==> config.mk <==
export PLATFORM = sky130hd
export DESIGN_NAME = shr_home_seq
export DESIGN_NICKNAME = d
export VERILOG_FILES = /design/src/hdl/shr_home_seq.v
export VERILOG_INCLUDE_DIRS = /design/src /design/src/hdl
export SDC_FILE = /design/constraint.sdc
export NUM_CORES = 1
export LEC_CHECK = 0
export ABC_CLOCK_PERIOD_IN_PS = 30600
export BUFFER_PORTS_ARGS = -buffer_cell sky130_fd_sc_hd__buf_2
export CORE_MARGIN = 2
export CORE_UTILIZATION = 49
export DETAILED_ROUTE_END_ITERATION = 16
export GPL_ROUTABILITY_DRIVEN = 0
export PLACE_DENSITY = 0.8
export SLEW_MARGIN = 20
export SYNTH_ARGS = -nofsm -noshare
export SYNTH_HDL_FRONTEND = slang
export SYNTH_SLANG_ARGS = --single-unit
==> constraint.sdc <==
create_clock -name mclk -period 30.6 [get_ports mclk]
set_input_delay 3.06 -clock mclk [delete_from_list [all_inputs] [get_ports mclk]]
set_output_delay 3.06 -clock mclk [all_outputs]
set_load 0.005 [all_outputs]
==> src/hdl/shr_regs.vh <==
/*
 * Register map, field codes and timing constants of the home-return sequencer.
 * Assumes a 40 MHz system clock and a classic Wishbone slave with 32-bit data.
 */
`ifndef SHR_REGS_VH
`define SHR_REGS_VH
// Byte addresses of the registers.
`define SHR_ADDR_CTRL      8'h00
`define SHR_ADDR_FAST      8'h04
`define SHR_ADDR_SLOW      8'h08
`define SHR_ADDR_RAMP      8'h0C
`define SHR_ADDR_TLIM      8'h10
`define SHR_ADDR_ORGOFS    8'h14
`define SHR_ADDR_MECHSH    8'h18
`define SHR_ADDR_STATUS    8'h1C
`define SHR_ADDR_POS       8'h20
`define SHR_ADDR_SPEED     8'h24
`define SHR_ADDR_IRQ_STAT  8'h28
`define SHR_ADDR_IRQ_EN    8'h2C
`define SHR_ADDR_IRQ_CLR   8'h30
// Fields of the control register.
`define SHR_CTRL_SRC_LSB   0
`define SHR_CTRL_MODE_LSB  4
`define SHR_CTRL_LIM_LSB   8
`define SHR_CTRL_CMD_BIT   12
`define SHR_CTRL_KEY_BIT   13
// Start source codes.
`define SHR_SRC_OFF        3'h0
`define SHR_SRC_DI         3'h1
`define SHR_SRC_KEY        3'h2
`define SHR_SRC_COMM       3'h3
`define SHR_SRC_PWRON      3'h4
// Search mode codes.
`define SHR_MODE_POS_LIM   4'h0
`define SHR_MODE_NEG_LIM   4'h1
`define SHR_MODE_IDX_FWD   4'h6
`define SHR_MODE_IDX_REV   4'h7
`define SHR_MODE_HERE      4'h8
// Limit handling codes.
`define SHR_LIM_STOP_MIN   3'h3
// Reset values.
`define SHR_CTRL_RST       32'h0000_0000
`define SHR_FAST_RST       16'h0064
`define SHR_SLOW_RST       16'h000A
`define SHR_RAMP_RST       16'h0064
`define SHR_TLIM_RST       16'h2710
// Timing: one millisecond at 40 MHz.
`define SHR_CLK_HZ         40000000
`define SHR_MS_CYCLES      (`SHR_CLK_HZ / 1000)
`define SHR_MS_CNT_W       16
// Interrupt status bits.
`define SHR_IRQ_DONE       0
`define SHR_IRQ_TIMEOUT    1
`define SHR_IRQ_LIMIT      2
`define SHR_IRQ_W          3
`endif

==> src/hdl/shr_home_seq.v <==
/*
 * Home-return sequencer: starts a homing run, searches for the origin by
 * limit, home sensor edge, index pulse or present position, ramps a speed
 * profile, applies the offsets and flags completion.
 * Assumes pin inputs are asynchronous and the drive's position loop follows
 * the signed speed profile and loads the position counter on request.
 */
`timescale 1ns/1ps
`include "shr_regs.vh"
module shr_home_seq
(
   input  wire        mclk,
   input  wire        sys_rst,
   input  wire [7:0]  wb_adr_i,
   input  wire [31:0] wb_dat_i,
   output reg  [31:0] wb_dat_o,
   input  wire        wb_we_i,
   input  wire [3:0]  wb_sel_i,
   input  wire        wb_cyc_i,
   input  wire        wb_stb_i,
   output reg         wb_ack_o,
   output wire        wb_err_o,
   input  wire        homing_start_input,
   input  wire        home_sensor_in,
   input  wire        pos_limit_in,
   input  wire        neg_limit_in,
   input  wire        decel_in,
   input  wire        index_pulse_in,
   input  wire        servo_on,
   output reg  [15:0] speed_cmd,
   output reg         dir_neg,
   output reg         pos_load,
   output reg  [31:0] pos_load_value,
   output reg  [31:0] shift_cmd,
   output reg         shift_start,
   output reg         homing_done,
   output reg         homing_busy,
   output reg         alarm_timeout,
   output reg         alarm_limit,
   output wire        irq
);
   // Sequencer states.
   localparam [2:0] ST_IDLE  = 3'd0;
   localparam [2:0] ST_SRCH  = 3'd1;
   localparam [2:0] ST_INDEX = 3'd2;
   localparam [2:0] ST_STOP  = 3'd3;
   localparam [2:0] ST_DONE  = 3'd4;
   localparam [2:0] ST_ABORT = 3'd5;

   // Software registers.
   reg [31:0] ctrl_r;                   // Source, mode, limit handling; trigger bits are not stored.
   reg [15:0] fast_r;                   // High search speed.
   reg [15:0] slow_r;                   // Low search speed.
   reg [15:0] ramp_r;                   // Ramp time in ms, upper bound for a full speed change.
   reg [15:0] tlim_r;                   // Time limit in ms.
   reg [31:0] orgofs_r;                 // Origin coordinate offset.
   reg [31:0] mechsh_r;                 // Mechanical origin shift.
   reg [`SHR_IRQ_W-1:0] irq_stat_r;     // Sticky events.
   reg [`SHR_IRQ_W-1:0] irq_en_r;       // Event enables.
   reg [31:0] pos_r;                    // Absolute position seen by software.

   // Two-stage synchronisers for the seven pins.
   reg [6:0] sync1_r;
   reg [6:0] sync2_r;
   reg [6:0] prev_r;                    // Last synchronised sample for edges.

   // Sequencer working state.
   reg [2:0]  state_r;
   reg        fast_phase_r;             // High speed selected.
   reg        searching_neg_r;          // Present search direction.
   reg [15:0] target_r;                 // Speed the ramp heads for.
   reg [`SHR_MS_CNT_W-1:0] ms_cnt_r;    // Cycle divider to one millisecond.
   reg [15:0] ms_elapsed_r;             // Milliseconds since start.
   reg        pwron_armed_r;            // Power-on start not yet used.

   wire [2:0] src  = ctrl_r[`SHR_CTRL_SRC_LSB+2:`SHR_CTRL_SRC_LSB];
   wire [3:0] mode = ctrl_r[`SHR_CTRL_MODE_LSB+3:`SHR_CTRL_MODE_LSB];
   wire [2:0] lim  = ctrl_r[`SHR_CTRL_LIM_LSB+2:`SHR_CTRL_LIM_LSB];

   // Synchronised pin levels.
   wire s_start = sync2_r[0];
   wire s_home  = sync2_r[1];
   wire s_plim  = sync2_r[2];
   wire s_nlim  = sync2_r[3];
   wire s_dec   = sync2_r[4];
   wire s_idx   = sync2_r[5];
   wire s_son   = sync2_r[6];
   wire start_rise = s_start & ~prev_r[0];
   wire idx_rise   = s_idx & ~prev_r[5];
   wire son_rise   = s_son & ~prev_r[6];

   // Wishbone strobes: registered answer one cycle after the request, ack falls the cycle after.
   wire bus_req = wb_cyc_i & wb_stb_i & ~wb_ack_o;
   wire bus_wr  = bus_req & wb_we_i;
   assign wb_err_o = 1'b0;

   // Mode classes, decoded once and reused by the sequencer.
   function is_sensor_mode;
      input [3:0] m;
      begin
         is_sensor_mode = (m >= 4'h2) && (m <= 4'h5);
      end
   endfunction

   // Odd modes search in the negative direction.
   function mode_neg;
      input [3:0] m;
      begin
         mode_neg = m[0];
      end
   endfunction

   // Byte-lane merge for 32-bit writes.
   function [31:0] merge;
      input [31:0] old;
      input [31:0] nw;
      input [3:0]  sel;
      integer i;
      begin
         merge = old;
         for (i = 0; i < 4; i = i + 1)
            if (sel[i])
               merge[i*8 +: 8] = nw[i*8 +: 8];
      end
   endfunction

   // Start request decode by source selection.
   wire cmd_wr = bus_wr && (wb_adr_i == `SHR_ADDR_CTRL) && wb_sel_i[1];
   wire start_req =
      ((src == `SHR_SRC_DI)    && start_rise) ||
      ((src == `SHR_SRC_KEY)   && cmd_wr && wb_dat_i[`SHR_CTRL_KEY_BIT]) ||
      ((src == `SHR_SRC_COMM)  && cmd_wr && wb_dat_i[`SHR_CTRL_CMD_BIT]) ||
      ((src == `SHR_SRC_PWRON) && pwron_armed_r && son_rise);
   // A start that the sequencer accepts; it also restarts the run timer.
   wire run_start = start_req &&
                    (state_r == ST_IDLE || state_r == ST_DONE || state_r == ST_ABORT);

   // Home-sensor edge that marks the origin for modes 2-5.
   wire sensor_edge = (mode < 4'h4) ? (s_home & ~prev_r[1]) : (~s_home & prev_r[1]);
   // Limit ahead in the present search direction.
   wire lim_ahead = searching_neg_r ? s_nlim : s_plim;
   wire idx_skip  = (lim == 3'h2) || (lim == 3'h5);
   wire idx_back  = (lim == 3'h0) || (lim == 3'h3);
   wire ms_tick   = (ms_cnt_r == `SHR_MS_CYCLES - 1);
   wire timed_out = (ms_elapsed_r >= tlim_r);
   wire ramp_idle = (speed_cmd == 16'h0000);
   // Time limit hit in a running state; a stop that has just settled completes instead.
   wire abort_timeout = (state_r == ST_SRCH || state_r == ST_INDEX || state_r == ST_STOP) &&
                        timed_out && !(state_r == ST_STOP && ramp_idle);

   // Input synchronisers; the first stage feeds only the second.
   always @(posedge mclk)
   begin
      if (sys_rst)
      begin
         sync1_r <= 7'h00;
         sync2_r <= 7'h00;
         prev_r  <= 7'h00;
      end
      else
      begin
         sync1_r <= {servo_on, index_pulse_in, decel_in, neg_limit_in,
                     pos_limit_in, home_sensor_in, homing_start_input};
         sync2_r <= sync1_r;
         prev_r  <= sync2_r;
      end
   end

   // Lane merge of the fast speed; only the low half is kept.
   wire [31:0] fast_merged = merge({16'h0000, fast_r}, wb_dat_i, wb_sel_i);

   // Register writes and bus acknowledge.
   always @(posedge mclk)
   begin
      if (sys_rst)
      begin
         wb_ack_o <= 1'b0;
         ctrl_r   <= `SHR_CTRL_RST;
         fast_r   <= `SHR_FAST_RST;
         slow_r   <= `SHR_SLOW_RST;
         ramp_r   <= `SHR_RAMP_RST;
         tlim_r   <= `SHR_TLIM_RST;
         orgofs_r <= 32'h0000_0000;
         mechsh_r <= 32'h0000_0000;
         irq_en_r <= {`SHR_IRQ_W{1'b0}};
      end
      else
      begin
         wb_ack_o <= bus_req;
         if (bus_wr)
         begin
            // Trigger bits self-clear; only settings are stored.
            if (wb_adr_i == `SHR_ADDR_CTRL)
               ctrl_r <= merge(ctrl_r, wb_dat_i, wb_sel_i) & 32'h0000_0FFF;
            else if (wb_adr_i == `SHR_ADDR_FAST)
               fast_r <= fast_merged[15:0];
            else if (wb_adr_i == `SHR_ADDR_SLOW)
               slow_r <= wb_sel_i[0] ? wb_dat_i[15:0] : slow_r;
            else if (wb_adr_i == `SHR_ADDR_RAMP)
               ramp_r <= wb_sel_i[0] ? wb_dat_i[15:0] : ramp_r;
            else if (wb_adr_i == `SHR_ADDR_TLIM)
               tlim_r <= wb_sel_i[0] ? wb_dat_i[15:0] : tlim_r;
            else if (wb_adr_i == `SHR_ADDR_ORGOFS)
               orgofs_r <= merge(orgofs_r, wb_dat_i, wb_sel_i);
            else if (wb_adr_i == `SHR_ADDR_MECHSH)
               mechsh_r <= merge(mechsh_r, wb_dat_i, wb_sel_i);
            else if (wb_adr_i == `SHR_ADDR_IRQ_EN)
               irq_en_r <= wb_dat_i[`SHR_IRQ_W-1:0];
         end
      end
   end

   // Read multiplexer; unmapped addresses read zero.
   always @(posedge mclk)
   begin
      if (sys_rst)
         wb_dat_o <= 32'h0000_0000;
      else if (bus_req)
      begin
         if (wb_adr_i == `SHR_ADDR_CTRL)
            wb_dat_o <= ctrl_r;
         else if (wb_adr_i == `SHR_ADDR_FAST)
            wb_dat_o <= {16'h0000, fast_r};
         else if (wb_adr_i == `SHR_ADDR_SLOW)
            wb_dat_o <= {16'h0000, slow_r};
         else if (wb_adr_i == `SHR_ADDR_RAMP)
            wb_dat_o <= {16'h0000, ramp_r};
         else if (wb_adr_i == `SHR_ADDR_TLIM)
            wb_dat_o <= {16'h0000, tlim_r};
         else if (wb_adr_i == `SHR_ADDR_ORGOFS)
            wb_dat_o <= orgofs_r;
         else if (wb_adr_i == `SHR_ADDR_MECHSH)
            wb_dat_o <= mechsh_r;
         else if (wb_adr_i == `SHR_ADDR_STATUS)
            wb_dat_o <= {24'h00_0000, searching_neg_r, fast_phase_r, state_r,
                         alarm_limit, alarm_timeout, homing_done};
         else if (wb_adr_i == `SHR_ADDR_POS)
            wb_dat_o <= pos_r;
         else if (wb_adr_i == `SHR_ADDR_SPEED)
            wb_dat_o <= {16'h0000, speed_cmd};
         else if (wb_adr_i == `SHR_ADDR_IRQ_STAT)
            wb_dat_o <= {29'h0000_0000, irq_stat_r};
         else if (wb_adr_i == `SHR_ADDR_IRQ_EN)
            wb_dat_o <= {29'h0000_0000, irq_en_r};
         else
            wb_dat_o <= 32'h0000_0000;
      end
   end

   // Interrupt status: a new event wins over a clear in the same cycle.
   wire ev_done    = pos_load;
   wire ev_timeout = abort_timeout;     // One cycle: the sequencer leaves the run at once.
   reg  ev_limit;                       // Pulse from the sequencer on a limit alarm.
   wire [`SHR_IRQ_W-1:0] ev_vec = {ev_limit, ev_timeout, ev_done};
   wire irq_clr_wr = bus_wr && (wb_adr_i == `SHR_ADDR_IRQ_CLR);

   always @(posedge mclk)
   begin
      if (sys_rst)
         irq_stat_r <= {`SHR_IRQ_W{1'b0}};
      else
         irq_stat_r <= (irq_stat_r & ~(irq_clr_wr ? wb_dat_i[`SHR_IRQ_W-1:0]
                                                  : {`SHR_IRQ_W{1'b0}})) | ev_vec;
   end

   assign irq = |(irq_stat_r & irq_en_r);

   // Millisecond base and elapsed time, both restarted by an accepted start so that a
   // later run is not charged with the time spent in the done or abort state.
   always @(posedge mclk)
   begin
      if (sys_rst || run_start)
      begin
         ms_cnt_r     <= {`SHR_MS_CNT_W{1'b0}};
         ms_elapsed_r <= 16'h0000;
      end
      else
      begin
         ms_cnt_r <= ms_tick ? {`SHR_MS_CNT_W{1'b0}} : ms_cnt_r + 1'b1;
         if (ms_tick && ms_elapsed_r != 16'hFFFF)
            ms_elapsed_r <= ms_elapsed_r + 1'b1;
      end
   end

   // Speed ramp: speed moves by fast_r / ramp_r + 1 each ms, so zero to fast speed takes at most ramp_r ms.
   always @(posedge mclk)
   begin
      if (sys_rst)
         speed_cmd <= 16'h0000;
      else if (ramp_r == 16'h0000)
         speed_cmd <= target_r;
      else if (ms_tick)
      begin
         if (speed_cmd < target_r)
            speed_cmd <= (target_r - speed_cmd > fast_r / ramp_r + 16'h0001) ?
                         speed_cmd + fast_r / ramp_r + 16'h0001 : target_r;
         else if (speed_cmd > target_r)
            speed_cmd <= (speed_cmd - target_r > fast_r / ramp_r + 16'h0001) ?
                         speed_cmd - fast_r / ramp_r - 16'h0001 : target_r;
      end
   end

   // Main homing sequencer.
   always @(posedge mclk)
   begin
      if (sys_rst)
      begin
         state_r         <= ST_IDLE;
         fast_phase_r    <= 1'b0;
         searching_neg_r <= 1'b0;
         target_r        <= 16'h0000;
         dir_neg         <= 1'b0;
         pos_load        <= 1'b0;
         pos_load_value  <= 32'h0000_0000;
         pos_r           <= 32'h0000_0000;
         shift_cmd       <= 32'h0000_0000;
         shift_start     <= 1'b0;
         homing_done     <= 1'b0;
         homing_busy     <= 1'b0;
         alarm_timeout   <= 1'b0;
         alarm_limit     <= 1'b0;
         ev_limit        <= 1'b0;
         pwron_armed_r   <= 1'b1;
      end
      else
      begin
         pos_load    <= 1'b0;
         shift_start <= 1'b0;
         ev_limit    <= 1'b0;
         if (son_rise)
            pwron_armed_r <= 1'b0;
         case (state_r)
            ST_IDLE, ST_DONE, ST_ABORT:
            begin
               target_r <= 16'h0000;
               if (start_req && src != `SHR_SRC_OFF)
               begin
                  homing_done   <= 1'b0;
                  alarm_timeout <= 1'b0;
                  alarm_limit   <= 1'b0;
                  homing_busy   <= 1'b1;
                  searching_neg_r <= mode_neg(mode);
                  dir_neg       <= mode_neg(mode);
                  if (mode == `SHR_MODE_HERE || mode > `SHR_MODE_HERE)
                  begin
                     state_r <= ST_STOP;
                  end
                  else if (mode == `SHR_MODE_IDX_FWD || mode == `SHR_MODE_IDX_REV)
                  begin
                     state_r      <= ST_INDEX;
                     fast_phase_r <= 1'b0;
                     target_r     <= slow_r;
                  end
                  else
                  begin
                     state_r      <= ST_SRCH;
                     fast_phase_r <= ~(s_dec | s_home);
                     target_r     <= (s_dec | s_home) ? slow_r : fast_r;
                  end
               end
            end
            ST_SRCH:
            begin
               if (s_dec && fast_phase_r)
               begin
                  fast_phase_r <= 1'b0;
                  target_r     <= slow_r;
               end
               if (!is_sensor_mode(mode) && lim_ahead)
               begin
                  // The limit is the origin here and never alarms.
                  if (idx_skip)
                     state_r <= ST_STOP;
                  else
                  begin
                     state_r <= ST_INDEX;
                     searching_neg_r <= idx_back ? ~searching_neg_r : searching_neg_r;
                     dir_neg  <= idx_back ? ~searching_neg_r : searching_neg_r;
                     target_r <= slow_r;
                  end
               end
               else if (is_sensor_mode(mode) && sensor_edge)
               begin
                  target_r <= slow_r;
                  if (idx_skip)
                     state_r <= ST_STOP;
                  else
                  begin
                     state_r <= ST_INDEX;
                     searching_neg_r <= idx_back ? ~searching_neg_r : searching_neg_r;
                     dir_neg <= idx_back ? ~searching_neg_r : searching_neg_r;
                  end
               end
               else if (lim_ahead)
               begin
                  if (lim >= `SHR_LIM_STOP_MIN)
                  begin
                     state_r       <= ST_ABORT;
                     alarm_limit   <= 1'b1;
                     ev_limit      <= 1'b1;
                     homing_done   <= 1'b0;
                     homing_busy   <= 1'b0;
                  end
                  else
                  begin
                     searching_neg_r <= ~searching_neg_r;
                     dir_neg         <= ~searching_neg_r;
                  end
               end
            end
            ST_INDEX:
            begin
               if (idx_rise)
                  state_r <= ST_STOP;
            end
            ST_STOP:
            begin
               target_r <= 16'h0000;
               if (ramp_idle)
               begin
                  pos_load       <= 1'b1;
                  pos_load_value <= orgofs_r;
                  pos_r          <= orgofs_r;
                  shift_cmd      <= mechsh_r;
                  shift_start    <= (mechsh_r != 32'h0000_0000);
                  homing_done    <= 1'b1;
                  homing_busy    <= 1'b0;
                  state_r        <= ST_DONE;
               end
            end
            default:
               state_r <= ST_IDLE;
         endcase
         if (abort_timeout)
         begin
            state_r       <= ST_ABORT;
            target_r      <= 16'h0000;
            alarm_timeout <= 1'b1;
            homing_done   <= 1'b0;
            homing_busy   <= 1'b0;
         end
      end
   end
endmodule

==> flow_metrics.env <==
export IMPL_root_buffer="clkbuf_16"
export IMPL_critical_path_top_delay_family="compound AO/OA/AOI/OAI gates"
export IMPL_numCtsBuffers=36
export IMPL_drv_cap=0
export IMPL_total_power_mw=2.887
export IMPL_crit_path_end_kind="flip-flop"
export IMPL_tns_ns=0
export IMPL_viasPerCell=6.284
export IMPL_yosys_warnings=0
export IMPL_cts_hold_buf=0
export IMPL_p_int_mw=1.542
export IMPL_chipWidth_um=229.6
export IMPL_maxSlewViolCount=0
export IMPL_dp_hpwl_um=63640
export IMPL_path_buf_inv=15
export IMPL_dp_cells=4011
export IMPL_drtAntennaViolNets=0
export IMPL_final_cell_mix="nand2_1, a21oi_1, dfxtp_1"
export IMPL_worstHoldPathCells=1
export IMPL_drt_initial_drc_count=3155
export IMPL_num_rows=82
export IMPL_start_util_pct=49.70
export IMPL_pwr_share_comb_pct=68.9
export IMPL_arrival_ns=30.18
export IMPL_die_area_um2=52710
export IMPL_p_leak_nw=11.50
export IMPL_num_io_pins=178
export IMPL_drive_above_1_share_pct=14.16
export IMPL_die_height_um=229.6
export IMPL_cp_max_fo=23
export IMPL_reg2reg_depth=130
export IMPL_sw_frac_of_total_pct=46.60
export IMPL_cts_tree="done"
export IMPL_cts_buffer_depth=3
export IMPL_antenna_found_initial=4
export IMPL_slowest_stage="or4_1"
export IMPL_worstPathRequired_ns=31.03
export IMPL_p_switching_mw=1.346
export IMPL_clock_power_share_pct=15.7
export IMPL_avgSynthCellArea_um2=7.665
export IMPL_final_nets=3707
export IMPL_drt_pass1_iter_count=9
export IMPL_wl_per_cell_um=21.02
export IMPL_wl_um=86140
export IMPL_area_growth_pct=13.49
export IMPL_place_ws_ns=-0.2858
export IMPL_path_class="flip-flop to flip-flop"
export IMPL_synth_edf_count=0
export IMPL_overflow=0
export IMPL_synth_net_count=3561
export IMPL_fin_util_pct=56.40
export IMPL_layout_cells_non_filler=4099
export IMPL_fmax_ghz=0.03362
export IMPL_relSlewSlack_pct=22.93
export IMPL_vdd_drop_max_uv=143.2
export IMPL_tightest_slew_ns=1.152
export IMPL_clk_latency_ns=0.56
export IMPL_ys_types=104
export IMPL_port_buffer_count=176
export IMPL_cts_htree_levels=2
export IMPL_run_status="finished clean"
export IMPL_setup_viol=0
export IMPL_vias=25760
export IMPL_postSynth_asyncResetShare_pct=0
export IMPL_min_path_type="flip-flop to flip-flop"
export IMPL_synth_area_um2=24930
export IMPL_ys_seq_area_share_pct=27.22
export IMPL_clk_pin_slew_ns=0.06
export IMPL_track_usage_pct=31.08
export IMPL_min_period_ns=29.75
export IMPL_cp_depth=130
export IMPL_ys_flop_type="dfxtp_1"
export IMPL_mostFrequentLayoutCell="nand2_1"
export IMPL_hold_viol_final=0
export IMPL_synth_top_area_share_pct=27.22
export IMPL_yosys_top_cells_area="dfxtp_1, ha_1, a21oi_1"
export IMPL_syn_inst=3253
export IMPL_grt_pass1_wl_um=131500
export IMPL_critPathLaunchType="flip-flop"
export IMPL_crit_top_cell="ha_1"
export IMPL_synth_top_cell_by_area="dfxtp_1"
export IMPL_core_um2=50170
export IMPL_drc_errors=0
export IMPL_fill_cells=4552
export IMPL_yosys_register_bits=339
export IMPL_grt_max_degree=116
export IMPL_clock_sinks=339
export IMPL_finClkSkew_ns=0.02357
export IMPL_fin_ws_ns=0.8541
export IMPL_max_stage_delay_ns=0.61
export IMPL_p_seq_share_pct=15.4
export IMPL_period_share_pct=97.21
export IMPL_cellPowerDensity_nw_per_um2=102.0
export IMPL_grt_pass1_vias=23775
cell type report:
cell class,count,area (um^2),area share (%)
Inverter,146,573.1,2.025
Clock buffer,47,1012,3.577
Antenna cell,3,7.507,0.02653
Clock inverter,16,202.7,0.7163
Timing Repair Buffer,278,1668,5.894
Sequential cell,339,6787,23.98
Tap cell,672,840.8,2.971
Multi-Input combinational cell,2598,17210,60.81
power by group through the flow:
| stage | sequential [mW] | combinational (mW) | clock [mW] |
|---|---|---|---|
| after global routing | 0.446 | 2.14 | 0.474 |
| final | 0.446 | 1.99 | 0.452 |
| after detailed placement | 0.456 | 1.81 | 0 |
| after floorplan | 0.455 | 1.33 | 0 |
| after global placement | 0.455 | 1.79 | 0 |
| after CTS | 0.446 | 1.83 | 0.454 |
stage by stage:
stage                     cell area, um^2  hold WS (ns)
after floorplan                     24930        0.4046
after global placement              26630        0.4185
after detailed placement            26630        0.4284
after CTS                           27860        0.4424
after global routing                28290        0.4645
final                               28300        0.4370
path summary, 6_finish.rpt:
check	slack, ns	end	from
setup reg to reg	0.85	speed_cmd[15]$_SDFFE_PP0P_	ramp_r[8]$_SDFFE_PP0P_
setup / recovery	0.85	speed_cmd[15]$_SDFFE_PP0P_	ramp_r[8]$_SDFFE_PP0P_
hold reg to reg	0.44	sync2_r[3]$_SDFF_PP0_	sync1_r[3]$_SDFF_PP0_
hold / removal	0.44	sync2_r[3]$_SDFF_PP0_	sync1_r[3]$_SDFF_PP0_
layer usage:
metal | wire, um | vias up | global-route usage [%]
met3 | 10070 | 361 | 7.881
li1 | - | 12004 | -
met2 | 36610 | 1509 | 47.56
met4 | 5982 | 6 | 18.61
met1 | 33440 | 11880 | 39.32
met5 | 38 | - | 0
synth_stat cells, types with 30 or more instances:
library cell / count
clkbuf_1: 144
or3_1: 31
xor2_1: 49
inv_1: 138
ha_1: 248
nor2b_1: 38
nand3_1: 117
dfxtp_1: 339
o21a_1: 39
a211oi_1: 30
a21o_1: 73
a21oi_1: 374
mux2i_1: 50
xnor2_1: 80
nor3_1: 76
nand2_1: 447
nor2_1: 318
a22oi_1: 57
o21ai_0: 83
repair_timing:
action	4_1_cts	5_1_grt
setup buffers	0	22
pin swaps	0	10
cloned	0	0
resized for setup	5	63
setup endpoints to repair	11	16
sequential cells by signal (all words and copies together), names as in the netlist, 32 cells and up:
signal	flops
pos_r	32
mechsh_r	32
orgofs_r	32
shift_cmd	32
wb_dat_o	32
cells by family after synthesis:
family          share of synthesized area [%]
mux                                     3.422
other cells                           0.01504
simple gates                            21.93
xor+xnor                                4.531
flops                                   27.22
compound gates                          25.21
buf+inv                                 4.903
fa+ha+maj                               12.77
Power figures use the tool's default switching activity.
